`src/hw/nv_ctrl_pkg.sv`:
```
package nv_ctrl_pkg;

    // Sequence addresses, in order; the sixth selects store or recall
    localparam logic [12:0] SEQ_ADDR_0   = 13'h0000;
    localparam logic [12:0] SEQ_ADDR_1   = 13'h1555;
    localparam logic [12:0] SEQ_ADDR_2   = 13'h0AAA;
    localparam logic [12:0] SEQ_ADDR_3   = 13'h1FFF;
    localparam logic [12:0] SEQ_ADDR_4   = 13'h10F0;
    localparam logic [12:0] SEQ_STORE    = 13'h0F0F;
    localparam logic [12:0] SEQ_RECALL   = 13'h0F0E;
    localparam int          SEQ_STEPS    = 6;

    // Clock rate
    localparam int          CLK_MHZ      = 200;

    // Times in their own units
    localparam int          STORE_MS     = 10;     // store_duration
    localparam int          RECALL_US    = 20;     // recall_duration bound
    localparam int          PULSE_NS     = 60;     // strobe low time per bus cycle
    localparam int          GAP_NS       = 30;     // strobe high time between cycles
    localparam int          ENTRY_US     = 20;     // store_entry_delay bound

    // Cycle counts derived from times (least times round up)
    localparam int          STORE_CYC    = STORE_MS * 1000 * CLK_MHZ;
    localparam int          RECALL_CYC   = RECALL_US * CLK_MHZ;
    localparam int          ENTRY_CYC    = ENTRY_US * CLK_MHZ;
    localparam int          PULSE_CYC    = (PULSE_NS * CLK_MHZ + 999) / 1000;
    localparam int          GAP_CYC      = (GAP_NS * CLK_MHZ + 999) / 1000;

    // Operation codes of the user port
    localparam logic [1:0]  OP_READ      = 2'h0;
    localparam logic [1:0]  OP_WRITE     = 2'h1;
    localparam logic [1:0]  OP_SW_STORE  = 2'h2;
    localparam logic [1:0]  OP_SW_RECALL = 2'h3;

endpackage : nv_ctrl_pkg

```
`src/hw/nv_bus_cycle.sv`:
```
`timescale 1ns/1ps
// One chip-select-controlled SRAM bus cycle: strobe low, then a gap
module nv_bus_cycle #(
    parameter int PULSE = nv_ctrl_pkg::PULSE_CYC,
    parameter int GAP   = nv_ctrl_pkg::GAP_CYC
) (
    // Clock and reset
    input  wire logic        clk_sys,
    input  wire logic        rst_b,
    // Cycle request
    input  wire logic        start,
    input  wire logic        is_write,
    output logic             busy,
    output logic             done,
    // Strobes to the memory
    output logic             chip_sel_n,
    output logic             wr_strobe_n,
    output logic             out_drive_n,
    output logic             data_oe
);

    localparam int CW = $clog2(PULSE + GAP + 1);

    initial
    begin
        if (PULSE < 1 || GAP < 1)
            $error("nv_bus_cycle: pulse and gap must be at least one cycle");
    end

    logic [CW-1:0] cnt_reg;          // Cycles left in the bus cycle
    logic          wr_reg;           // Current cycle is a write
    logic          low_phase;        // Strobes asserted

    assign busy      = (cnt_reg != '0);
    assign low_phase = (cnt_reg > CW'(GAP));
    assign done      = (cnt_reg == CW'(1));

    // Counter and strobe flops
    always_ff @(posedge clk_sys or negedge rst_b)
    begin
        if (!rst_b)
        begin
            cnt_reg     <= '0;
            wr_reg      <= 1'b0;
            chip_sel_n  <= 1'b1;
            wr_strobe_n <= 1'b1;
            out_drive_n <= 1'b1;
            data_oe     <= 1'b0;
        end
        else
        begin
            if (start && !busy)
            begin
                cnt_reg <= CW'(PULSE + GAP);
                wr_reg  <= is_write;
            end
            else if (busy)
            begin
                cnt_reg <= cnt_reg - CW'(1);
            end
            // Strobes match the phase in the same cycle, from flops set one cycle ahead
            chip_sel_n  <= !((start && !busy) || (busy && low_phase && cnt_reg != CW'(GAP + 1)));
            wr_strobe_n <= !(((start && !busy) ? is_write : wr_reg)
                             && ((start && !busy) || (low_phase && cnt_reg != CW'(GAP + 1))));
            out_drive_n <= !(((start && !busy) ? !is_write : !wr_reg)
                             && ((start && !busy) || (low_phase && cnt_reg != CW'(GAP + 1))));
            data_oe     <= ((start && !busy) ? is_write : wr_reg)
                           && ((start && !busy) || (low_phase && cnt_reg != CW'(GAP + 1)));
        end
    end

endmodule : nv_bus_cycle

```
`src/hw/nv_store_recall_control.sv`:
```
`timescale 1ns/1ps
module nv_store_recall_control #(
    parameter int STORE_WAIT  = nv_ctrl_pkg::STORE_CYC,
    parameter int RECALL_WAIT = nv_ctrl_pkg::RECALL_CYC,
    parameter int ENTRY_WAIT  = nv_ctrl_pkg::ENTRY_CYC
) (
    // Clock and reset
    input  wire logic        clk_sys,
    input  wire logic        rst_b,
    // User request port
    input  wire logic        req_valid,
    output logic             req_ready,
    input  wire logic [1:0]  req_op,
    input  wire logic [12:0] req_addr,
    input  wire logic [7:0]  req_wdata,
    input  wire logic        hw_store_req,
    // User answer port
    output logic             rsp_valid,
    output logic [7:0]       rsp_rdata,
    // Memory address and data pins
    output logic [12:0]      mem_addr,
    input  wire logic [7:0]  mem_data_i,
    output logic [7:0]       mem_data_o,
    output logic             mem_data_oe,
    // Memory strobes
    output logic             chip_sel_n,
    output logic             wr_strobe_n,
    output logic             out_drive_n,
    // Store-busy open-drain line
    input  wire logic        store_busy_line_n_i,
    output logic             store_busy_line_n_o,
    output logic             store_busy_line_n_oe
);

    localparam int WW = $clog2(STORE_WAIT + RECALL_WAIT + ENTRY_WAIT + 2);

    initial
    begin
        if (STORE_WAIT < 1 || RECALL_WAIT < 1 || ENTRY_WAIT < 1)
            $error("nv_store_recall_control: waits must be at least one cycle");
    end

    typedef enum logic [2:0] {
        ST_BOOT    = 3'b000,   // Waiting out power-up recall
        ST_IDLE    = 3'b001,   // Ready for requests
        ST_ACCESS  = 3'b010,   // One bus cycle in flight
        ST_SEQ     = 3'b011,   // Issuing the six sequence reads
        ST_HOLD    = 3'b100,   // Waiting out a store or recall
        ST_HW_WAIT = 3'b101,   // Line held low through entry delay and store time
        ST_RELEASE = 3'b110    // Line released, waiting for it to rise
    } state_t;

    state_t          state_reg, state_next;
    logic [WW-1:0]   wait_reg,  wait_next;    // Hold-off counter
    logic [2:0]      step_reg,  step_next;    // Sequence step
    logic            recall_reg, recall_next; // Sequence ends in recall
    logic            drive_reg, drive_next;   // Host pulls busy line low
    logic [12:0]     addr_reg,  addr_next;
    logic [7:0]      wdata_reg, wdata_next;
    logic            cyc_write_reg, cyc_write_next;
    logic            user_rd_reg, user_rd_next;
    logic            cyc_start;
    logic            cyc_busy;
    logic            cyc_done;

    // Expected address for a sequence step
    function automatic logic [12:0] seq_addr(input logic [2:0] s, input logic rcl);
        unique case (s)
            3'd0:    seq_addr = nv_ctrl_pkg::SEQ_ADDR_0;
            3'd1:    seq_addr = nv_ctrl_pkg::SEQ_ADDR_1;
            3'd2:    seq_addr = nv_ctrl_pkg::SEQ_ADDR_2;
            3'd3:    seq_addr = nv_ctrl_pkg::SEQ_ADDR_3;
            3'd4:    seq_addr = nv_ctrl_pkg::SEQ_ADDR_4;
            default: seq_addr = rcl ? nv_ctrl_pkg::SEQ_RECALL : nv_ctrl_pkg::SEQ_STORE;
        endcase
    endfunction : seq_addr

    // Line level as seen on the wire
    wire line_low   = !store_busy_line_n_i;
    wire take_req   = req_valid && req_ready;
    wire seq_last   = (step_reg == 3'(nv_ctrl_pkg::SEQ_STEPS - 1));

    // Accept only in idle with the line high
    assign req_ready            = (state_reg == ST_IDLE) && !line_low && !hw_store_req;
    assign store_busy_line_n_o  = 1'b0;
    assign store_busy_line_n_oe = drive_reg;
    assign mem_addr             = addr_reg;
    assign mem_data_o           = wdata_reg;

    nv_bus_cycle u_cycle (
        .clk_sys     (clk_sys),
        .rst_b       (rst_b),
        .start       (cyc_start),
        .is_write    (cyc_write_reg),
        .busy        (cyc_busy),
        .done        (cyc_done),
        .chip_sel_n  (chip_sel_n),
        .wr_strobe_n (wr_strobe_n),
        .out_drive_n (out_drive_n),
        .data_oe     (mem_data_oe)
    );

    // Next-state logic
    always_comb
    begin
        state_next     = state_reg;
        wait_next      = wait_reg;
        step_next      = step_reg;
        recall_next    = recall_reg;
        drive_next     = drive_reg;
        addr_next      = addr_reg;
        wdata_next     = wdata_reg;
        cyc_write_next = cyc_write_reg;
        user_rd_next   = user_rd_reg;
        cyc_start      = 1'b0;
        unique case (state_reg)
            ST_BOOT:
            begin
                // Power-up recall hold-off
                if (wait_reg == '0)
                    state_next = ST_IDLE;
                else
                    wait_next = wait_reg - WW'(1);
            end
            ST_IDLE:
            begin
                if (hw_store_req && !line_low)
                begin
                    // Pull the line, then leave entry delay plus store time
                    drive_next = 1'b1;
                    wait_next  = WW'(ENTRY_WAIT + STORE_WAIT);
                    state_next = ST_HW_WAIT;
                end
                else if (take_req && req_op[1])
                begin
                    // Sequence: reads only, strobes from step 0
                    step_next      = '0;
                    recall_next    = (req_op == nv_ctrl_pkg::OP_SW_RECALL);
                    addr_next      = nv_ctrl_pkg::SEQ_ADDR_0;
                    cyc_write_next = 1'b0;
                    user_rd_next   = 1'b0;
                    state_next     = ST_SEQ;
                end
                else if (take_req)
                begin
                    addr_next      = req_addr;
                    wdata_next     = req_wdata;
                    cyc_write_next = (req_op == nv_ctrl_pkg::OP_WRITE);
                    user_rd_next   = (req_op == nv_ctrl_pkg::OP_READ);
                    state_next     = ST_ACCESS;
                end
            end
            ST_ACCESS:
            begin
                cyc_start = !cyc_busy && !cyc_done;
                if (cyc_done)
                    state_next = ST_IDLE;
            end
            ST_SEQ:
            begin
                // Back-to-back reads, nothing between them
                cyc_start = !cyc_busy && !cyc_done;
                if (cyc_done)
                begin
                    if (seq_last)
                    begin
                        // Store or recall hold-off
                        wait_next  = recall_reg ? WW'(RECALL_WAIT) : WW'(STORE_WAIT);
                        state_next = ST_HOLD;
                    end
                    else
                    begin
                        step_next = step_reg + 3'd1;
                        addr_next = seq_addr(step_reg + 3'd1, recall_reg);
                    end
                end
            end
            ST_HOLD:
            begin
                // No strobes until the device is ready again
                if (wait_reg == '0 && !line_low)
                    state_next = ST_IDLE;
                else if (wait_reg != '0)
                    wait_next = wait_reg - WW'(1);
            end
            ST_HW_WAIT:
            begin
                // Keep line low through entry delay and store
                if (wait_reg == '0)
                begin
                    drive_next = 1'b0;
                    state_next = ST_RELEASE;
                end
                else
                    wait_next = wait_reg - WW'(1);
            end
            ST_RELEASE:
            begin
                // Device may still be busy; wait for the line high
                if (!line_low)
                    state_next = ST_IDLE;
            end
            default:
                state_next = ST_IDLE;
        endcase
    end

    // State flops
    always_ff @(posedge clk_sys or negedge rst_b)
    begin
        if (!rst_b)
        begin
            state_reg     <= ST_BOOT;
            wait_reg      <= WW'(RECALL_WAIT);
            step_reg      <= '0;
            recall_reg    <= 1'b0;
            drive_reg     <= 1'b0;
            addr_reg      <= 13'h0000;
            wdata_reg     <= 8'h00;
            cyc_write_reg <= 1'b0;
            user_rd_reg   <= 1'b0;
        end
        else
        begin
            state_reg     <= state_next;
            wait_reg      <= wait_next;
            step_reg      <= step_next;
            recall_reg    <= recall_next;
            drive_reg     <= drive_next;
            addr_reg      <= addr_next;
            wdata_reg     <= wdata_next;
            cyc_write_reg <= cyc_write_next;
            user_rd_reg   <= user_rd_next;
        end
    end

    // Read answer: data captured at end of the read strobe
    always_ff @(posedge clk_sys or negedge rst_b)
    begin
        if (!rst_b)
        begin
            rsp_valid <= 1'b0;
            rsp_rdata <= 8'h00;
        end
        else
        begin
            rsp_valid <= (state_reg == ST_ACCESS) && cyc_done;
            // Sample while select and output drive still stand low; once
            // the strobes rise the memory no longer drives the data pins
            if ((state_reg == ST_ACCESS) && user_rd_reg && !chip_sel_n && !out_drive_n)
                rsp_rdata <= mem_data_i;
        end
    end

endmodule : nv_store_recall_control

```
`config.mk`:
```
export PLATFORM = sky130hd
export DESIGN_NAME = nv_store_recall_control
export DESIGN_NICKNAME = d
export VERILOG_FILES = /design/src/hw/nv_ctrl_pkg.sv /design/src/hw/nv_bus_cycle.sv /design/src/hw/nv_store_recall_control.sv
export SDC_FILE = /design/constraint.sdc
export NUM_CORES = 1
export LEC_CHECK = 0
export ABC_AREA = 1
export BUFFER_PORTS_ARGS = -buffer_cell sky130_fd_sc_hd__clkbuf_2
export CAP_MARGIN = 10
export CORE_MARGIN = 4
export CORE_UTILIZATION = 58
export DETAILED_ROUTE_END_ITERATION = 8
export PLACE_DENSITY_LB_ADDON = 0.2
export SLEW_MARGIN = 20
export SYNTH_ARGS = -nofsm -noshare
export SYNTH_HDL_FRONTEND = slang
export SYNTH_HIERARCHICAL = 1
export SYNTH_SLANG_ARGS = --single-unit
```
`constraint.sdc`:
```
create_clock -name clk_sys -period 5.5 [get_ports clk_sys]
set_input_delay 0.55 -clock clk_sys [delete_from_list [all_inputs] [get_ports clk_sys]]
set_output_delay 0.55 -clock clk_sys [all_outputs]
set_load 0.01 [all_outputs]
```
After elaboration in Yosys (flattened, before gate mapping)

Index checks and enable logic that the tools add are counted.

Flip-flop bits (word level): 71
Input bits: 36
Output and inout bits: 37

Add/subtract/negate cells: 3
$lt $le $gt $ge: 1
Equal/unequal tests: 31
Multiplexer cells: 44
Bitwise logic cells: 2
Reduce and logical (&&, ||, !) cells: 50

Operators by type and width:

| kind                                                                  | number |
|---|---|
| 21-bit 2-to-1 mux                                                     | 7 |
| 21-bit one-hot mux with 4 select lines                                | 1 |
| 13-bit 2-to-1 mux                                                     | 5 |
| 13-bit one-hot mux with 5 select lines                                | 1 |
| 3-bit 2-to-1 mux                                                      | 14 |
| 13-bit one-hot mux with 2 select lines                                | 1 |
| 2-bit != test (second input constant)                                 | 12 |
| 21-bit zero test                                                      | 1 |
| 3-bit one-hot mux with 7 select lines                                 | 1 |
| 21-bit nonzero test                                                   | 1 |
| 21-bit by 1-bit subtractor with 21-bit output (second input constant) | 1 |
| 1-bit logical AND                                                     | 17 |
| 3-bit == test (second input constant)                                 | 5 |
| 3-bit by 2-bit == test with 1-bit output (second input constant)      | 4 |
| 1-bit zero test                                                       | 10 |
| 1-bit 2-to-1 mux                                                      | 10 |
| 5-bit 2-to-1 mux                                                      | 2 |
| 5-bit AND reduction                                                   | 2 |
| 3-bit AND reduction                                                   | 3 |
| 8-bit AND reduction                                                   | 1 |
| 2-bit nonzero test                                                    | 4 |
| 7-bit AND reduction                                                   | 1 |
| 3-bit by 1-bit == test with 1-bit output (second input constant)      | 2 |
| 3-bit zero test                                                       | 2 |
| other kinds (19)                                                      | 23 |

Longest topological paths before layout

Gate-level depths: netlist of run 1.

Depth in word-level cells: 8
Mapped depth: 13
Depth with buffers taken out: 12

Hierarchy

The synthesis of run 1 kept the hierarchy.

By module, submodules not included:

| module                  | times used | cells an instance | area an instance (µm²) |
|---|---|---|---|
| nv_store_recall_control | 1          | 458               | 3,543.4 |
| nv_bus_cycle            | 1          | 62                | 550.5 |

Worst setup path after synthesis of run 1

OpenSTA, ideal clock, no wires.

Path kind: register to register
Start: register u_cycle.cnt_reg[0]
End: register u_cycle.data_oe
Arrival: 1.759 ns
Data required time: 5.431 ns
Path slack: 3.672 ns
Stages on the path, launching flop included: 11
Buffers on the path: 0
Period minus slack after synthesis: 1.828 ns
Cells stage by stage: dfrtp_1 inv_1 ha_1 inv_1 nor2_4 nand2_1 nor3_1 nand3_4 nand2_1 nand2_2 nor2_2

Word-level cells in the longest chain between the ends: 7

RTL lines:

| element                                                     | line                                                           | RTL |
|---|---|---|
| start, declared                                             | nv_bus_cycle.sv:30                                             | `logic [CW-1:0] cnt_reg;` |
| start signal, assigned                                      | nv_bus_cycle.sv:54                                             | `cnt_reg <= CW'(PULSE + GAP);` |
| start signal, assigned                                      | nv_bus_cycle.sv:59                                             | `cnt_reg <= cnt_reg - CW'(1);` |
| 5-bit nonzero test *                                        | nv_bus_cycle.sv:34                                             | `assign busy = (cnt_reg != '0);` |
| net cyc_busy                                                | nv_store_recall_control.sv:63                                  | `logic cyc_busy;` |
| 1-bit zero test *                                           | nv_store_recall_control.sv:155, nv_store_recall_control.sv:162 |  |
| 1-bit logical AND *                                         | nv_store_recall_control.sv:155, nv_store_recall_control.sv:162 |  |
| 1-bit 2-to-1 mux *                                          | --                                                             |  |
| net cyc_start                                               | nv_store_recall_control.sv:62                                  | `logic cyc_start;` |
| 1-bit logical AND *                                         | nv_bus_cycle.sv:67, nv_bus_cycle.sv:68                         |  |
| 1-bit 2-to-1 mux / 1-bit logical OR (equally long branches) | nv_bus_cycle.sv:67, nv_bus_cycle.sv:68                         |  |
| 1-bit logical AND *                                         | nv_bus_cycle.sv:68                                             | `&& ((start && !busy) \|\| (low_phase && cnt_reg != CW'(GAP + 1)));` |
| end signal, assigned                                        | nv_bus_cycle.sv:67                                             | `data_oe <= ((start && !busy) ? is_write : wr_reg)` |
| end, declared                                               | nv_bus_cycle.sv:19                                             | `output logic data_oe` |

Mark *: on every way through the listed nets, which the timed path passes. The rest lies on a longest branch.
A chain may end at the register's enable or synchronous reset.

Worst setup path in the final report of run 1

Start: register u_cycle.cnt_reg[1]
End: register addr_reg[4] (netlist: mem_addr[4])

Word-level cells in the longest chain between the ends: 3

RTL lines:

| element                                  | line                           | RTL |
|---|---|---|
| 5-bit by 1-bit == test with 1-bit output | nv_bus_cycle.sv:36             | `assign done = (cnt_reg == CW'(1));` |
| net cyc_done                             | nv_store_recall_control.sv:64  | `logic cyc_done;` |
| 2-bit != test (no line)                  | --                             |  |
| 5-bit AND reduction (no line)            | --                             |  |
| end signal, assigned                     | nv_store_recall_control.sv:230 | `addr_reg <= addr_next;` |
| end, declared                            | nv_store_recall_control.sv:58  | `logic [12:0] addr_reg, addr_next;` |

The timed path passes the listed nets, and every way through them passes these cells.

==> impl_table.tex, run 1 <==
\begin{tabular}{lr}
\hline
Metric & Value \\
\hline
\multicolumn{2}{l}{\textbf{Route}} \\
\quad Wire length per cell & 12.99 um \\
\quad Final wirelength & 9.013 mm \\
\quad Detail-routed via count per cell & roughly 5.2 \\
\quad Starting DRC count in detailed routing & between 200 and 250 \\
\quad Number of nets with antenna violations after detailed routing & 0 \\
\quad Vias after detailed routing & 3636 \\
\quad Detailed-route DRC error count & 0 \\
\quad Number of iterations in the first detailed-routing pass & 6 \\
\multicolumn{2}{l}{\textbf{Floorplanning}} \\
\quad Area of the placeable core & 6832 um2 \\
\quad IO Count & between 70 and 80 \\
\quad Number of rows in the core area & 30 \\
\quad Die Y-Extent & 92.02 um \\
\quad Die width & 92.02 um \\
\quad Initial standard-cell utilization of the core & about three fifths \\
\quad Area of the die & 8467 um2 \\
\multicolumn{2}{l}{\textbf{Logic synthesis}} \\
\quad Post-synth design cell area & 4094 um2 \\
\quad Synthesized instance count & 520 \\
\quad Mean area per synthesized cell & between 7 and 8 um2 \\
\quad Syn\_nets & approximately 570 \\
\quad Share of synthesized area occupied by flip-flops and latches & 43.67\% \\
\quad Cell type with the highest aggregate area in the netlist & sky130\_fd\_sc\_hd\_\_dfrtp\_1 \\
\quad Number of warning messages in the yosys log & 6 \\
\quad Flops \& latches, synth & 71 \\
\quad Top area cells in the synthesized netlist & sky130\_fd\_sc\_hd\_\_dfrtp\_1 38\%, sky130\_fd\_sc\_hd\_\_nand2\_1 12\%, sky130\_fd\_sc\_hd\_\_nand3\_1 7.3\% \\
\quad Netlist cell types & 41 \\
\quad Share of Yosys cell area claimed by the top area cell type & between 30\% and 40\% \\
\multicolumn{2}{l}{\textbf{Flow run}} \\
\quad Max-cap violations & 0 \\
\multicolumn{2}{l}{\textbf{Clock tree}} \\
\quad Clk buf depth & 2 \\
\quad Clock network latency to the later pin of the worst-skew pair & $\sim$360 ps \\
\quad Num CTS Buffers & 9 \\
\quad Root Buffer Master & sky130\_fd\_sc\_hd\_\_clkbuf\_8 \\
\quad \# Post-CTS Setup Buffers & 0 \\
\quad Reg clk slew, reported paths & $\sim$80 ps \\
\quad H-tree levels & 3 \\
\quad Count of cells resized by post-cts repair & 0 \\
\quad Number of buffers added to fix hold violations after cts & 0 \\
\quad Clock net sink count & 71 \\
\quad TritonCTS clock tree & built \\
\multicolumn{2}{l}{\textbf{GRT}} \\
\quad Met3 Track Usage GR & 5.168\% \\
\quad Busiest layer in global routing & met2 \\
\quad Pin count of the biggest net entering global routing & 72 \\
\quad First-pass GRT wire length & 15.24 mm \\
\quad Met1 capacity usage during global routing & between 20\% and 30\% \\
\quad Global routing met2 resource utilization & 36.50\% \\
\quad Number of global-route vias before repair & 3465 \\
\quad Congestion Overflow GR & 0 \\
\quad Initial antenna violation count & 0 \\
\quad All-layer global routing usage & about 22\% \\
\multicolumn{2}{l}{\textbf{Setup path}} \\
\quad R2R Path Start & u\_cycle/cnt\_reg[1]\$\_DFFE\_PN0P\_ \\
\quad R2R Setup Slk & between 3000 and 4000 ps \\
\quad Kind of start point of the critical path & flop \\
\quad Largest stage delay on the critical path & 590 ps \\
\quad Kind of cell adding the most delay to the critical path & simple AND/OR/NAND/NOR gates \\
\quad CP Data Required Time & 5760 ps \\
\quad Critical path buffers and inverters & 2 \\
\quad Depth of the worst register-to-register path & 9 \\
\quad Dominant cell type by count on the critical path & sky130\_fd\_sc\_hd\_\_inv\_1 \\
\quad Cell Chain, Critical Path & inv\_1 -> ha\_1 -> nand2\_1 -> nor2\_1 -> inv\_1 -> nand2\_2 -> and3\_1 -> nand3\_1 -> o21a\_1 \\
\quad Critical Path Fanout Max & 21 \\
\quad Reg2reg end & mem\_addr[4]\$\_DFFE\_PN0P\_ \\
\quad Data arrival time of the worst path & between 2000 and 2500 ps \\
\quad WS Path Type & flop to flop \\
\quad Critical path endpoint category & flop \\
\quad Slowest cell on the critical path & sky130\_fd\_sc\_hd\_\_and3\_1 \\
\multicolumn{2}{l}{\textbf{Timing}} \\
\quad Shortest clock period the worst path allows after layout & 2188 ps \\
\quad Setup repair after global routing missed its margin & false \\
\quad Setup clock skew after layout & roughly 9.2 ps \\
\quad Total negative slack for setup checks & 0 ps \\
\quad Setup violations, final & 0 \\
\quad Period utilisation layout & 39.77\% \\
\quad Count of final max-slew check failures & 0 \\
\quad Final hold vios & 0 \\
\quad Worst-margin pin slew & 877.6 ps \\
\quad Max transition margin & 41.50\% \\
\quad Max Freq & 457.1 MHz \\
\multicolumn{2}{l}{\textbf{Final layout}} \\
\quad Synthesis-to-layout area growth & 15.04\% \\
\quad Layout filler cell count & 591 \\
\quad Max FFs per register & 21 \\
\quad Area of the multi-input gates & 2011 um2 \\
\quad Layout cells sized above 1 & 24.41\% \\
\quad Antenna Diode Count & 0 \\
\quad Storage cell area & between 1500 and 2000 um2 \\
\quad Post-route cell area & approximately 4700 um2 \\
\quad Net count, final & 640 \\
\quad Cell Count, Final, Fillers Out & 694 \\
\multicolumn{2}{l}{\textbf{Min path}} \\
\quad Hold WC Path Type & input port to async pin \\
\multicolumn{2}{l}{\textbf{Pwr}} \\
\quad Standby leakage power & 0.002409 uW \\
\quad Switching power as a share of total power & 45.81\% \\
\quad Power density cells & 572.7 nW/um2 \\
\quad Sequential power share & 35.0\% \\
\quad Total net switching power & roughly 1200 uW \\
\quad Proportion of power drawn by the clock network & between 10\% and 20\% \\
\quad Combinational fraction of design power & approximately half \\
\quad Internal cell power & between 1000 and 1500 uW \\
\quad VDD IR max & around 0.00033 V \\
\multicolumn{2}{l}{\textbf{Placement}} \\
\quad Instance area after placement & $\sim$4500 um2 \\
\quad Number of port buffers & between 70 and 80 \\
\quad Detailed placer's ending HPWL & 6.509 mm \\
\quad Placed cell count & approximately 680 \\
\quad GP Congestion & 0.8462 \\
\multicolumn{2}{l}{\textbf{Run status}} \\
\quad Outcome & finished, final reports clean \\
\hline
\end{tabular}
==> worst reg2reg max path, stage by stage, from the launching register on <==
cell                      delay [ps]
sky130_fd_sc_hd__dfrtp_1         430
sky130_fd_sc_hd__inv_1           140
sky130_fd_sc_hd__ha_1            170
sky130_fd_sc_hd__nand2_1          60
sky130_fd_sc_hd__nor2_1          180
sky130_fd_sc_hd__inv_1           110
sky130_fd_sc_hd__nand2_2         100
sky130_fd_sc_hd__and3_1          590
sky130_fd_sc_hd__nand3_1         180
sky130_fd_sc_hd__o21a_1          150
==> logic make-up after synthesis <==
family	after synthesis	synth area share [%]
other	1	0.09160
muxes	8	2.201
xor gates and xnor gates	6	1.284
DFF	71	43.67
adders and majority gates	11	3.362
AOI/OAI and AO/OA	65	9.597
and+or+nand+nor	287	32.58
buffers and inverters	71	7.212
==> cell type report <==
type / instances / share of cell area (%)
Inverter: 61 / 4.915
Timing Repair Buffer: 72 / 7.705
Multi-Input combinational cell: 378 / 42.69
Sequential cell: 71 / 37.96
Tap cell: 96 / 2.550
Clock buffer: 10 / 2.710
Clock inverter: 6 / 1.461
==> routing by layer <==
metal  share of wire, %  wire [um]
met1                 43       3893
met2                 48       4315
met3                7.2        645
met4                1.8        158
met5                  0          0
==> worst max-delay path by stage <==
stage,from,end,cells after the start
after floorplan,u_cycle/cnt_reg[0]$_DFFE_PN0P_,u_cycle/data_oe$_DFF_PN0_,10
after global placement,store_busy_line_n_i,mem_addr[9]$_DFFE_PN0P_,6
after detailed placement,u_cycle/cnt_reg[1]$_DFFE_PN0P_,mem_addr[4]$_DFFE_PN0P_,9
after CTS,u_cycle/cnt_reg[1]$_DFFE_PN0P_,mem_addr[4]$_DFFE_PN0P_,9
after global routing,u_cycle/cnt_reg[1]$_DFFE_PN0P_,mem_addr[4]$_DFFE_PN0P_,9
final,u_cycle/cnt_reg[1]$_DFFE_PN0P_,mem_addr[4]$_DFFE_PN0P_,9
==> Yosys cell counts <==
library cell and n:
sky130_fd_sc_hd__a21boi_0 1, sky130_fd_sc_hd__a21o_1 1, sky130_fd_sc_hd__a21oi_1 16, sky130_fd_sc_hd__and3_1 1, sky130_fd_sc_hd__buf_1 1, sky130_fd_sc_hd__buf_2 3, sky130_fd_sc_hd__buf_4 2, sky130_fd_sc_hd__buf_6 2
sky130_fd_sc_hd__clkbuf_1 2, sky130_fd_sc_hd__conb_1 1, sky130_fd_sc_hd__dfrtp_1 62, sky130_fd_sc_hd__dfstp_2 9, sky130_fd_sc_hd__ha_1 11, sky130_fd_sc_hd__inv_1 56, sky130_fd_sc_hd__inv_2 4, sky130_fd_sc_hd__inv_4 1
sky130_fd_sc_hd__mux2_2 8, sky130_fd_sc_hd__nand2_1 127, sky130_fd_sc_hd__nand2_2 8, sky130_fd_sc_hd__nand2_4 1, sky130_fd_sc_hd__nand3_1 60, sky130_fd_sc_hd__nand3_2 1, sky130_fd_sc_hd__nand3_4 1, sky130_fd_sc_hd__nand4_1 10
sky130_fd_sc_hd__nand4_2 1, sky130_fd_sc_hd__nor2_1 53, sky130_fd_sc_hd__nor2_2 5, sky130_fd_sc_hd__nor2_4 7, sky130_fd_sc_hd__nor3_1 6, sky130_fd_sc_hd__nor3_4 1, sky130_fd_sc_hd__nor4_1 1, sky130_fd_sc_hd__o211ai_1 1
sky130_fd_sc_hd__o21a_1 10, sky130_fd_sc_hd__o21ai_0 21, sky130_fd_sc_hd__o21ai_1 5, sky130_fd_sc_hd__o21ai_2 8, sky130_fd_sc_hd__o21bai_1 1, sky130_fd_sc_hd__o31ai_1 1, sky130_fd_sc_hd__or2_2 4, sky130_fd_sc_hd__xnor2_1 1
sky130_fd_sc_hd__xor2_1 5
==> power by group through the flow <==
stage / registers (uW) / logic (uW) / clock network [uW]
5_1_grt: 974 / 1500 / 459
2_1_floorplan: 970 / 952 / 0
4_1_cts: 943 / 1330 / 433
3_5_place_dp: 950 / 1320 / 0
6_report: 943 / 1330 / 428
3_3_place_gp: 941 / 1280 / 0
==> layout by cell type (no fill, tap or decap), types with 2 or more instances in the layout <==
master and instances:
sky130_fd_sc_hd__nor2_2 5, sky130_fd_sc_hd__clkinv_4 2, sky130_fd_sc_hd__a21oi_1 16, sky130_fd_sc_hd__xor2_1 5, sky130_fd_sc_hd__o21ai_2 8, sky130_fd_sc_hd__o21ai_0 21
sky130_fd_sc_hd__dfrtp_1 62, sky130_fd_sc_hd__nand2_1 127, sky130_fd_sc_hd__nor2_1 53, sky130_fd_sc_hd__mux2_2 8, sky130_fd_sc_hd__clkbuf_8 9, sky130_fd_sc_hd__nand2_2 8
sky130_fd_sc_hd__nand3_1 60, sky130_fd_sc_hd__nor2_4 7, sky130_fd_sc_hd__o21a_1 10, sky130_fd_sc_hd__inv_2 4, sky130_fd_sc_hd__ha_1 11, sky130_fd_sc_hd__nand4_1 10
sky130_fd_sc_hd__nor3_1 6, sky130_fd_sc_hd__inv_1 56, sky130_fd_sc_hd__o21ai_1 5, sky130_fd_sc_hd__or2_2 4, sky130_fd_sc_hd__dfstp_2 9, sky130_fd_sc_hd__clkbuf_2 70
==> stage by stage <==
| stage | hold slack [ps] | setup slack [ps] | total power, uW | utilization (%) |
|---|---|---|---|---|
| floorplan | 254.4 | 3672 | 1921 | - |
| global placement | 465.6 | 3349 | 2221 | 66.06 |
| detailed placement | 473.8 | 3321 | 2273 | 66.06 |
| CTS | 401.4 | 3303 | 2709 | 68.94 |
| global route | 399.3 | 3031 | 2933 | 68.94 |
| finish | 375.6 | 3312 | 2697 | 68.94 |
(Power assumes the default switching activity.)
==> inputs of run 2 (changes only) <==
Settings changed: ABC_AREA 1 to 0, CORE_UTILIZATION 58 to 50.
Clock period 5.5 ns to 1.9 ns, I/O delays scaled along.
==> run 2 against run 1 <==
  * Clock skew grew 2.8 ps
  * Total power grew to 2.6 times the previous value
  * Utilization grew 7.3 points
  * Final area grew 17%
  * Largest power group unchanged
  * Via count grew 3.4%
  * Clock-buffer cell count shrank 1
  * Sequential share of layout area shrank 5.6 points
  * Critical path type unchanged
  * The run now ends with setup timing left
  * Sequential cell count is the same
==> impl_table.tex, run 2 <==
\begin{tabular}{lr}
\hline
Metric & Value \\
\hline
\multicolumn{2}{l}{\textbf{Run status}} \\
\quad Outcome & complete, but fails checks \\
\quad Violated checks & setup timing \\
\multicolumn{2}{l}{\textbf{GRT}} \\
\quad All-layer global routing usage & 23.73\% (+1.4 points) \\
\quad Pin count of the biggest net entering global routing & 72 (unchanged) \\
\quad Congestion Overflow GR & 0 (unchanged) \\
\quad Number of global-route vias before repair & 3603 (+4.0\%) \\
\quad Initial antenna violation count & 0 (unchanged) \\
\quad First-pass GRT wire length & 16.70 mm (+9.6\%) \\
\multicolumn{2}{l}{\textbf{Floorplanning}} \\
\quad Number of rows in the core area & 31 (+3.3\%) \\
\quad Area of the die & 8933 um2 (+5.5\%) \\
\quad IO Count & 73 (unchanged) \\
\quad Die width & 94.52 um (+2.7\%) \\
\quad Initial standard-cell utilization of the core & 51.60\% (-8.3 points) \\
\quad Die Y-Extent & 94.52 um (+2.7\%) \\
\quad Area of the placeable core & 7253 um2 (+6.2\%) \\
\multicolumn{2}{l}{\textbf{Placement}} \\
\quad Post-placement setup slack & -228.4 ps (-3549 ps) \\
\quad Detailed placer's ending HPWL & 7.143 mm (+9.7\%) \\
\quad Number of port buffers & 71 (unchanged) \\
\quad GP Congestion & 0.8811 (+4.1\%) \\
\quad Placed cell count & 623 (-8.1\%) \\
\quad Instance area after placement & 4823 um2 (+6.9\%) \\
\multicolumn{2}{l}{\textbf{Clock tree}} \\
\quad Clock network latency to the later pin of the worst-skew pair & 360 ps (about the same) \\
\quad Clock net sink count & 71 (unchanged) \\
\quad TritonCTS clock tree & built \\
\quad Root Buffer Master & sky130\_fd\_sc\_hd\_\_clkbuf\_8 \\
\quad Reg clk slew, reported paths & 90 ps (about the same) \\
\quad H-tree levels & 3 (unchanged) \\
\quad Num CTS Buffers & 9 (unchanged) \\
\quad Clk buf depth & 2 (unchanged) \\
\multicolumn{2}{l}{\textbf{Final layout}} \\
\quad Antenna Diode Count & 0 (unchanged) \\
\quad Synthesis-to-layout area growth & 47.68\% \\
\quad Max FFs per register & 21 (unchanged) \\
\quad Most frequent cells in the layout & 79 x sky130\_fd\_sc\_hd\_\_buf\_4, 70 x sky130\_fd\_sc\_hd\_\_clkbuf\_2, 62 x sky130\_fd\_sc\_hd\_\_dfrtp\_1, 38 x sky130\_fd\_sc\_hd\_\_nor2\_1, 34 x sky130\_fd\_sc\_hd\_\_nand2\_1 \\
\quad Layout cells sized above 1 & 47.05\% (+23 points) \\
\quad Net count, final & 601 (-6.1\%) \\
\quad Most frequent standard cell in the layout excluding fill and tap cells & sky130\_fd\_sc\_hd\_\_buf\_4 \\
\quad Cell Count, Final, Fillers Out & 658 (-5.2\%) \\
\quad Layout filler cell count & 504 (-15\%) \\
\quad Post-route cell area & 5527 um2 (+17\%) \\
\multicolumn{2}{l}{\textbf{Timing}} \\
\quad Period utilisation layout & 112.5\% (+73 points) \\
\quad Final hold vios & 0 (unchanged) \\
\quad Setup repair after global routing missed its margin & true \\
\quad Final setup margin & -236.8 ps (-3549 ps) \\
\quad Max transition margin & 66.00\% (+25 points) \\
\quad Setup violations, final & 41 (+41) \\
\quad Shortest clock period the worst path allows after layout & 2137 ps (-50.73 ps) \\
\quad Count of final max-slew check failures & 0 (unchanged) \\
\quad Setup clock skew after layout & 12.00 ps (+2.787 ps) \\
\quad Worst-margin pin slew & 510.0 ps (-367.5 ps) \\
\quad Max Freq & 468.0 MHz (+2.4\%) \\
\multicolumn{2}{l}{\textbf{Setup path}} \\
\quad Data arrival time of the worst path & 2390 ps (-50 ps) \\
\quad Largest stage delay on the critical path & 480 ps (-110 ps) \\
\quad Cell Chain, Critical Path & inv\_2 -> ha\_4 -> nor4b\_4 -> nand2\_2 -> nor3\_4 -> buf\_6 -> o22ai\_4 -> or4\_1 -> a32o\_1 \\
\quad Critical path endpoint category & flop \\
\quad Kind of start point of the critical path & flop \\
\quad Critical path buffers and inverters & 2 (unchanged) \\
\quad Cell count along the critical path & 9 (unchanged) \\
\quad WS Path Type & flop to flop \\
\quad CP Data Required Time & 2160 ps (-3600 ps) \\
\quad Slowest cell on the critical path & sky130\_fd\_sc\_hd\_\_or4\_1 \\
\quad Depth of the worst register-to-register path & 9 (unchanged) \\
\quad Critical Path Fanout Max & 5 (-76\%) \\
\quad Kind of cell adding the most delay to the critical path & simple AND/OR/NAND/NOR gates \\
\multicolumn{2}{l}{\textbf{Min path}} \\
\quad Count of cells along the worst hold path & 3 \\
\quad Hold WC Path Type & input port to flop \\
\multicolumn{2}{l}{\textbf{Logic synthesis}} \\
\quad Async S/R FF share, synth & 100.0\% (unchanged) \\
\quad EDFF count, synth & 0 (unchanged) \\
\quad Syn\_nets & 433 (-24\%) \\
\quad Netlist cell types & 61 (+49\%) \\
\quad Post-synth design cell area & 3742 um2 (-8.6\%) \\
\quad Top area cells in the synthesized netlist & sky130\_fd\_sc\_hd\_\_dfrtp\_1 41\%, sky130\_fd\_sc\_hd\_\_dfstp\_2 6.3\%, sky130\_fd\_sc\_hd\_\_nor2\_1 4.1\% \\
\quad Leading cell types by count after synthesis & 62 x sky130\_fd\_sc\_hd\_\_dfrtp\_1, 41 x sky130\_fd\_sc\_hd\_\_nor2\_1, 36 x sky130\_fd\_sc\_hd\_\_nand2\_1, 30 x sky130\_fd\_sc\_hd\_\_a21oi\_1, 20 x sky130\_fd\_sc\_hd\_\_o21ai\_0 \\
\quad Cell type with the highest aggregate area in the netlist & sky130\_fd\_sc\_hd\_\_dfrtp\_1 \\
\quad Share of Yosys cell area claimed by the top area cell type & 41.46\% (+3.6 points) \\
\quad Synthesized instance count & 386 (-26\%) \\
\quad Flops \& latches, synth & 71 (unchanged) \\
\quad Number of warning messages in the yosys log & 6 (unchanged) \\
\quad Leading cell type by number of instances after synthesis & sky130\_fd\_sc\_hd\_\_dfrtp\_1 \\
\quad Mean area per synthesized cell & 9.695 um2 (+23\%) \\
\quad Post-synth top flop & sky130\_fd\_sc\_hd\_\_dfrtp\_1 \\
\quad Share of synthesized area occupied by flip-flops and latches & 47.78\% (+4.1 points) \\
\multicolumn{2}{l}{\textbf{Pwr}} \\
\quad Standby leakage power & 0.002581 uW (+7.1\%) \\
\quad Post-route total power & 6979 uW (+160\%) \\
\quad Power density cells & 1263 nW/um2 (+120\%) \\
\quad VDD IR max & 0.0009272 V (+180\%) \\
\multicolumn{2}{l}{\textbf{Route}} \\
\quad Detailed-route DRC error count & 0 (unchanged) \\
\quad Vias after detailed routing & 3758 (+3.4\%) \\
\quad Detail-routed via count per cell & 5.711 (+9.0\%) \\
\quad Starting DRC count in detailed routing & 325 (+36\%) \\
\quad Number of iterations in the first detailed-routing pass & 6 (unchanged) \\
\quad Final wirelength & 10.93 mm (+21\%) \\
\quad Wire length per cell & 16.61 um (+28\%) \\
\quad Number of nets with antenna violations after detailed routing & 0 (unchanged) \\
\multicolumn{2}{l}{\textbf{Flow run}} \\
\quad Max-cap violations & 0 (unchanged) \\
\hline
\end{tabular}
==> run 2: cell count changes in the layout (fill, tap and decap cells not counted), moves of 7 or more <==
cell                      delta
sky130_fd_sc_hd__nand4_1     -7
sky130_fd_sc_hd__buf_6      +15
sky130_fd_sc_hd__nor2_1     -15
sky130_fd_sc_hd__nand2_1    -93
sky130_fd_sc_hd__o21ai_2     -7
sky130_fd_sc_hd__a21oi_2     +9
sky130_fd_sc_hd__buf_4      +78
sky130_fd_sc_hd__nand3_1    -52
sky130_fd_sc_hd__inv_1      -45
sky130_fd_sc_hd__o21a_1      -9
sky130_fd_sc_hd__nor4_1      +7
==> run 2: final cells by class <==
cell class	count	area, um2	share of cell area [%]
clock buffer	9	123.9	2.241
clock inverter	7	62.56	1.132
inverter	15	61.31	1.109
multi-input combinational	288	2172	39.30
sequential	71	1788	32.35
tap	99	123.9	2.241
timing repair buffer	169	1195	21.62
==> run 2: cell families (layout without fill, tap and decap cells) <==
group | Yosys count | count (layout) | synth area share [%]
simple gates | 148 | 148 | 21.00
fa+ha+maj | 11 | 11 | 3.678
xor+xnor | 6 | 6 | 1.404
other cells | 1 | 1 | 0.1002
compound gates | 104 | 104 | 17.62
mux | 18 | 18 | 5.416
flops | 71 | 71 | 47.78
buf+inv | 27 | 200 | 3.009
==> run 2: layer usage <==
metal | track usage (%) | routed length (um) | vias up | part of all wire (%)
li1 | - | - | 1746 | -
met1 | 31.12 | 4565 | 1820 | 42
met2 | 39.24 | 5408 | 164 | 49
met3 | 4.462 | 680 | 28 | 6.2
met4 | 8.774 | 273 | 0 | 2.5
met5 | 0 | 0 | - | 0
==> run 2: final timing paths <==
kind | start | end | slack [ps]
min reg2reg | user_rd_reg$_DFFE_PN0P_ | user_rd_reg$_DFFE_PN0P_ | 490
min in group asynchronous | rst_b | wait_reg[17]$_DFFE_PN0P_ | 390
min | req_addr[4] | mem_addr[4]$_DFFE_PN0P_ | 40
max reg2reg | u_cycle/cnt_reg[1]$_DFFE_PN0P_ | wait_reg[17]$_DFFE_PN0P_ | -240
max | u_cycle/cnt_reg[1]$_DFFE_PN0P_ | wait_reg[17]$_DFFE_PN0P_ | -240
max in group asynchronous | rst_b | u_cycle/chip_sel_n$_DFF_PN1_ | 1160
==> run 2: timing repair <==
item / CTS / global route
hold buffers: 1 / 0
buffers inserted: 14 / 7
hold endpoints to repair: 62 / 0
endpoints found under the setup margin: 38 / 54
pin swaps: 10 / 21
gates cloned: 1 / 0
resized for setup: 28 / 52
==> run 2: worst reg2reg max path, cell delays in order, from the launching register on <==
cell,delay (ps)
sky130_fd_sc_hd__dfrtp_1,400
sky130_fd_sc_hd__inv_2,80
sky130_fd_sc_hd__ha_4,130
sky130_fd_sc_hd__nor4b_4,220
sky130_fd_sc_hd__nand2_2,110
sky130_fd_sc_hd__nor3_4,140
sky130_fd_sc_hd__buf_6,150
sky130_fd_sc_hd__o22ai_4,90
sky130_fd_sc_hd__or4_1,480
sky130_fd_sc_hd__a32o_1,230
==> run 2: through the flow <==
stage | hold WS, ps | utilization [%] | setup TNS [ps]
after detailed placement | 247.1 | 66.50 | -2393
after global placement | 244.2 | 66.50 | -563.8
after floorplan | -105.6 | - | -1910
after global routing | 45.44 | 76.19 | -10110
after CTS | 31.84 | 72.38 | -1678
final | 38.64 | 76.19 | -4476
==> run 2: power breakdown <==
part           total, uW  internal (uW)  switching [uW]
sequential          2430           2060             373
combinational       3380           1660            1720
clock               1170            500             666
==> inputs of run 3 (changes only) <==
Settings changed: PLACE_DENSITY set to 0.73, PLACE_DENSITY_LB_ADDON 0.2 to unset.
==> run 3 against run 2 <==
  * Clock-buffer cell count rose by 1
  * The run still ends with setup timing left
  * Worst hold slack improved by 12 ps
  * First-iteration DRC count fell by 27%
  * Register-to-register slack improved by 80 ps
  * Combinational power fell by 14%
  * Cell count fell by 2.3%
  * Via count fell by 4.1%
  * Critical path depth fell by 1
  * Utilization fell by 4.3 points
==> impl_table.tex, run 3 (synthesized netlist as in run 2, its figures left out) <==
\begin{tabular}{lr}
\hline
Metric & Value \\
\hline
\multicolumn{2}{l}{\textbf{Route}} \\
\quad Wire length per cell & 15.67 um (-5.7\%) \\
\quad Vias after detailed routing & 3605 (-4.1\%) \\
\quad Number of nets with antenna violations after detailed routing & 0 (unchanged) \\
\quad Starting DRC count in detailed routing & 237 (-27\%) \\
\quad Detail-routed via count per cell & 5.607 (-1.8\%) \\
\quad Number of iterations in the first detailed-routing pass & 5 (-1) \\
\quad Detailed-route DRC error count & 0 (unchanged) \\
\quad Final wirelength & 10.08 mm (-7.8\%) \\
\multicolumn{2}{l}{\textbf{Min path}} \\
\quad Hold WC Path Type & input port to flop \\
\multicolumn{2}{l}{\textbf{Clock tree}} \\
\quad Reg clk slew, reported paths & 90 ps (about the same) \\
\quad Root Buffer Master & sky130\_fd\_sc\_hd\_\_clkbuf\_8 \\
\quad Clk buf depth & 2 (unchanged) \\
\quad Clock net sink count & 71 (unchanged) \\
\quad TritonCTS clock tree & built \\
\quad Num CTS Buffers & 9 (unchanged) \\
\quad H-tree levels & 3 (unchanged) \\
\quad Clock network latency to the later pin of the worst-skew pair & 350 ps (about the same) \\
\multicolumn{2}{l}{\textbf{Run status}} \\
\quad Outcome & complete, but fails checks \\
\quad Violated checks & setup timing \\
\multicolumn{2}{l}{\textbf{GRT}} \\
\quad Congestion Overflow GR & 0 (unchanged) \\
\quad Met3 Track Usage GR & 5.976\% (+1.5 points) \\
\quad Met1 capacity usage during global routing & 30.16\% (-0.96 points) \\
\quad All-layer global routing usage & 23.29\% (-0.44 points) \\
\quad Pin count of the biggest net entering global routing & 41 (-43\%) \\
\quad First-pass GRT wire length & 16.36 mm (-2.1\%) \\
\quad Busiest layer in global routing & met2 \\
\quad Global routing met2 resource utilization & 38.59\% (-0.65 points) \\
\quad Number of global-route vias before repair & 3522 (-2.2\%) \\
\quad Initial antenna violation count & 0 (unchanged) \\
\multicolumn{2}{l}{\textbf{Floorplanning}} \\
\quad IO Count & 73 (unchanged) \\
\quad Number of rows in the core area & 31 (unchanged) \\
\quad Die width & 94.52 um (unchanged) \\
\quad Area of the placeable core & 7253 um2 (unchanged) \\
\quad Area of the die & 8933 um2 (unchanged) \\
\quad Initial standard-cell utilization of the core & 51.60\% (unchanged) \\
\quad Die Y-Extent & 94.52 um (unchanged) \\
\multicolumn{2}{l}{\textbf{Placement}} \\
\quad Post-placement setup slack & -144.1 ps (+84.31 ps) \\
\quad Detailed placer's ending HPWL & 7.300 mm (+2.2\%) \\
\quad Number of port buffers & 71 (unchanged) \\
\quad GP Congestion & 0.9417 (+6.9\%) \\
\multicolumn{2}{l}{\textbf{Final layout}} \\
\quad Max FFs per register & 21 (unchanged) \\
\quad Most frequent cells in the layout & 77 x sky130\_fd\_sc\_hd\_\_buf\_4, 70 x sky130\_fd\_sc\_hd\_\_clkbuf\_2, 62 x sky130\_fd\_sc\_hd\_\_dfrtp\_1, 37 x sky130\_fd\_sc\_hd\_\_nor2\_1, 36 x sky130\_fd\_sc\_hd\_\_nand2\_1 \\
\quad Layout filler cell count & 570 (+13\%) \\
\quad Storage cell area & 1788 um2 (unchanged) \\
\quad Antenna Diode Count & 0 (unchanged) \\
\quad Most frequent standard cell in the layout excluding fill and tap cells & sky130\_fd\_sc\_hd\_\_buf\_4 \\
\quad Area of the multi-input gates & 2028 um2 (-6.6\%) \\
\quad Layout cells sized above 1 & 42.46\% (-4.6 points) \\
\quad Post-layout utilization of the core & 71.90\% (-4.3 points) \\
\quad Net count, final & 586 (-2.5\%) \\
\quad Synthesis-to-layout area growth & 39.35\% \\
\multicolumn{2}{l}{\textbf{Timing}} \\
\quad Setup violations, final & 31 (-24\%) \\
\quad Worst-margin pin slew & 508.6 ps (-1.456 ps) \\
\quad Setup repair after global routing missed its margin & true \\
\quad Max Freq & 486.8 MHz (+4.0\%) \\
\quad Hold slack final & 50.53 ps (+11.90 ps) \\
\quad Max transition margin & 66.09\% (+0.097 points) \\
\quad Final setup margin & -154.1 ps (+82.65 ps) \\
\quad Final hold vios & 0 (unchanged) \\
\quad Shortest clock period the worst path allows after layout & 2054 ps (-82.65 ps) \\
\quad Setup clock skew after layout & 12.00 ps (+0.005500 ps) \\
\quad Count of final max-slew check failures & 0 (unchanged) \\
\quad Period utilisation layout & 108.1\% (-4.4 points) \\
\multicolumn{2}{l}{\textbf{Setup path}} \\
\quad Largest stage delay on the critical path & 480 ps (about the same) \\
\quad Slowest cell on the critical path & sky130\_fd\_sc\_hd\_\_or4\_1 \\
\quad WS Path Type & flop to flop \\
\quad Kind of start point of the critical path & flop \\
\quad Critical path endpoint category & flop \\
\quad Critical Path Fanout Max & 4 (-1) \\
\quad Data arrival time of the worst path & 2300 ps (-90 ps) \\
\quad Cell Chain, Critical Path & inv\_2 -> ha\_4 -> nor4b\_4 -> nand2\_2 -> nor3\_4 -> o22ai\_2 -> or4\_1 -> a32o\_1 \\
\quad CP Data Required Time & 2140 ps (-20 ps) \\
\multicolumn{2}{l}{\textbf{Pwr}} \\
\quad VDD IR max & 0.0007755 V (-16\%) \\
\quad Standby leakage power & 0.002449 uW (-5.1\%) \\
\quad Power density cells & 1247 nW/um2 (-1.2\%) \\
\quad Post-route total power & 6503 uW (-6.8\%) \\
\multicolumn{2}{l}{\textbf{Flow run}} \\
\quad Max-cap violations & 0 (unchanged) \\
\hline
\end{tabular}
[run 3: cell types whose count changed in the layout (fill, tap and decap cells not counted), sizes merged]
cell	change
buf	-16
clkinv	+2
clkbuf	+2
inv	-3
[run 3: final timing paths]
kind / startpoint / endpoint / slack [ps] / cells after the start
worst max-delay path: u_cycle/cnt_reg[1]$_DFFE_PN0P_ / wait_reg[17]$_DFFE_PN0P_ / -150 / 8
worst min-delay path: req_wdata[0] / mem_data_o[0]$_DFFE_PN0P_ / 50 / 2
worst max register to register: u_cycle/cnt_reg[1]$_DFFE_PN0P_ / wait_reg[17]$_DFFE_PN0P_ / -150 / 8
worst min register to register: mem_data_o[6]$_DFFE_PN0P_ / mem_data_o[6]$_DFFE_PN0P_ / 490 / 1
max in group asynchronous: rst_b / u_cycle/chip_sel_n$_DFF_PN1_ / 1100 / 3
min in group asynchronous: rst_b / u_cycle/wr_reg$_DFF_PN0_ / 400 / 3
[run 3: critical path, delay by kind of cell (launching register included)]
| kind | cells | cell delay, ps |
|---|---|---|
| AO/OA/AOI/OAI | 2 | 370 |
| adder cells (fa/ha/maj) | 1 | 120 |
| flip-flops | 1 | 390 |
| buffers and inverters | 1 | 80 |
| AND/OR/NAND/NOR | 4 | 1000 |
[run 3: timing repair]
action	4_1_cts	5_1_grt
setup endpoints to repair	22	46
gates cloned	0	1
pin swaps	10	7
hold buffers	1	0
endpoints found under the hold margin	62	0
buffers inserted	5	2
gates resized for setup	13	27
[run 3: layout make-up]
cell class | instances | share of cell area, %
multi-input cells | 288 | 38.89
flip-flops and latches | 71 | 34.28
repair buffers | 154 | 19.77
clock buffers | 10 | 2.639
well taps | 99 | 2.375
inverters | 15 | 1.176
clock inverters | 6 | 0.8637
[run 3: layer usage]
layer	vias to the layer above	wire length [um]
li1	1717	-
met1	1756	4315
met2	121	4995
met3	11	640
met4	0	125
met5	-	0
[run 3: per-stage QoR]
step	cells	area (um2)	setup TNS (ps)
after floorplan	386	3792	-1910
after global placement	618	4786	-181.8
after detailed placement	618	4786	-844.5
after CTS	640	5059	-951.8
after global routing	643	5215	-7320
final	643	5215	-2589
[run 3: report_power, final]
part           internal (uW)  total, uW  switching (uW)
combinational           1420       2900            1490
sequential              2060       2460             398
clock                    514       1140             629
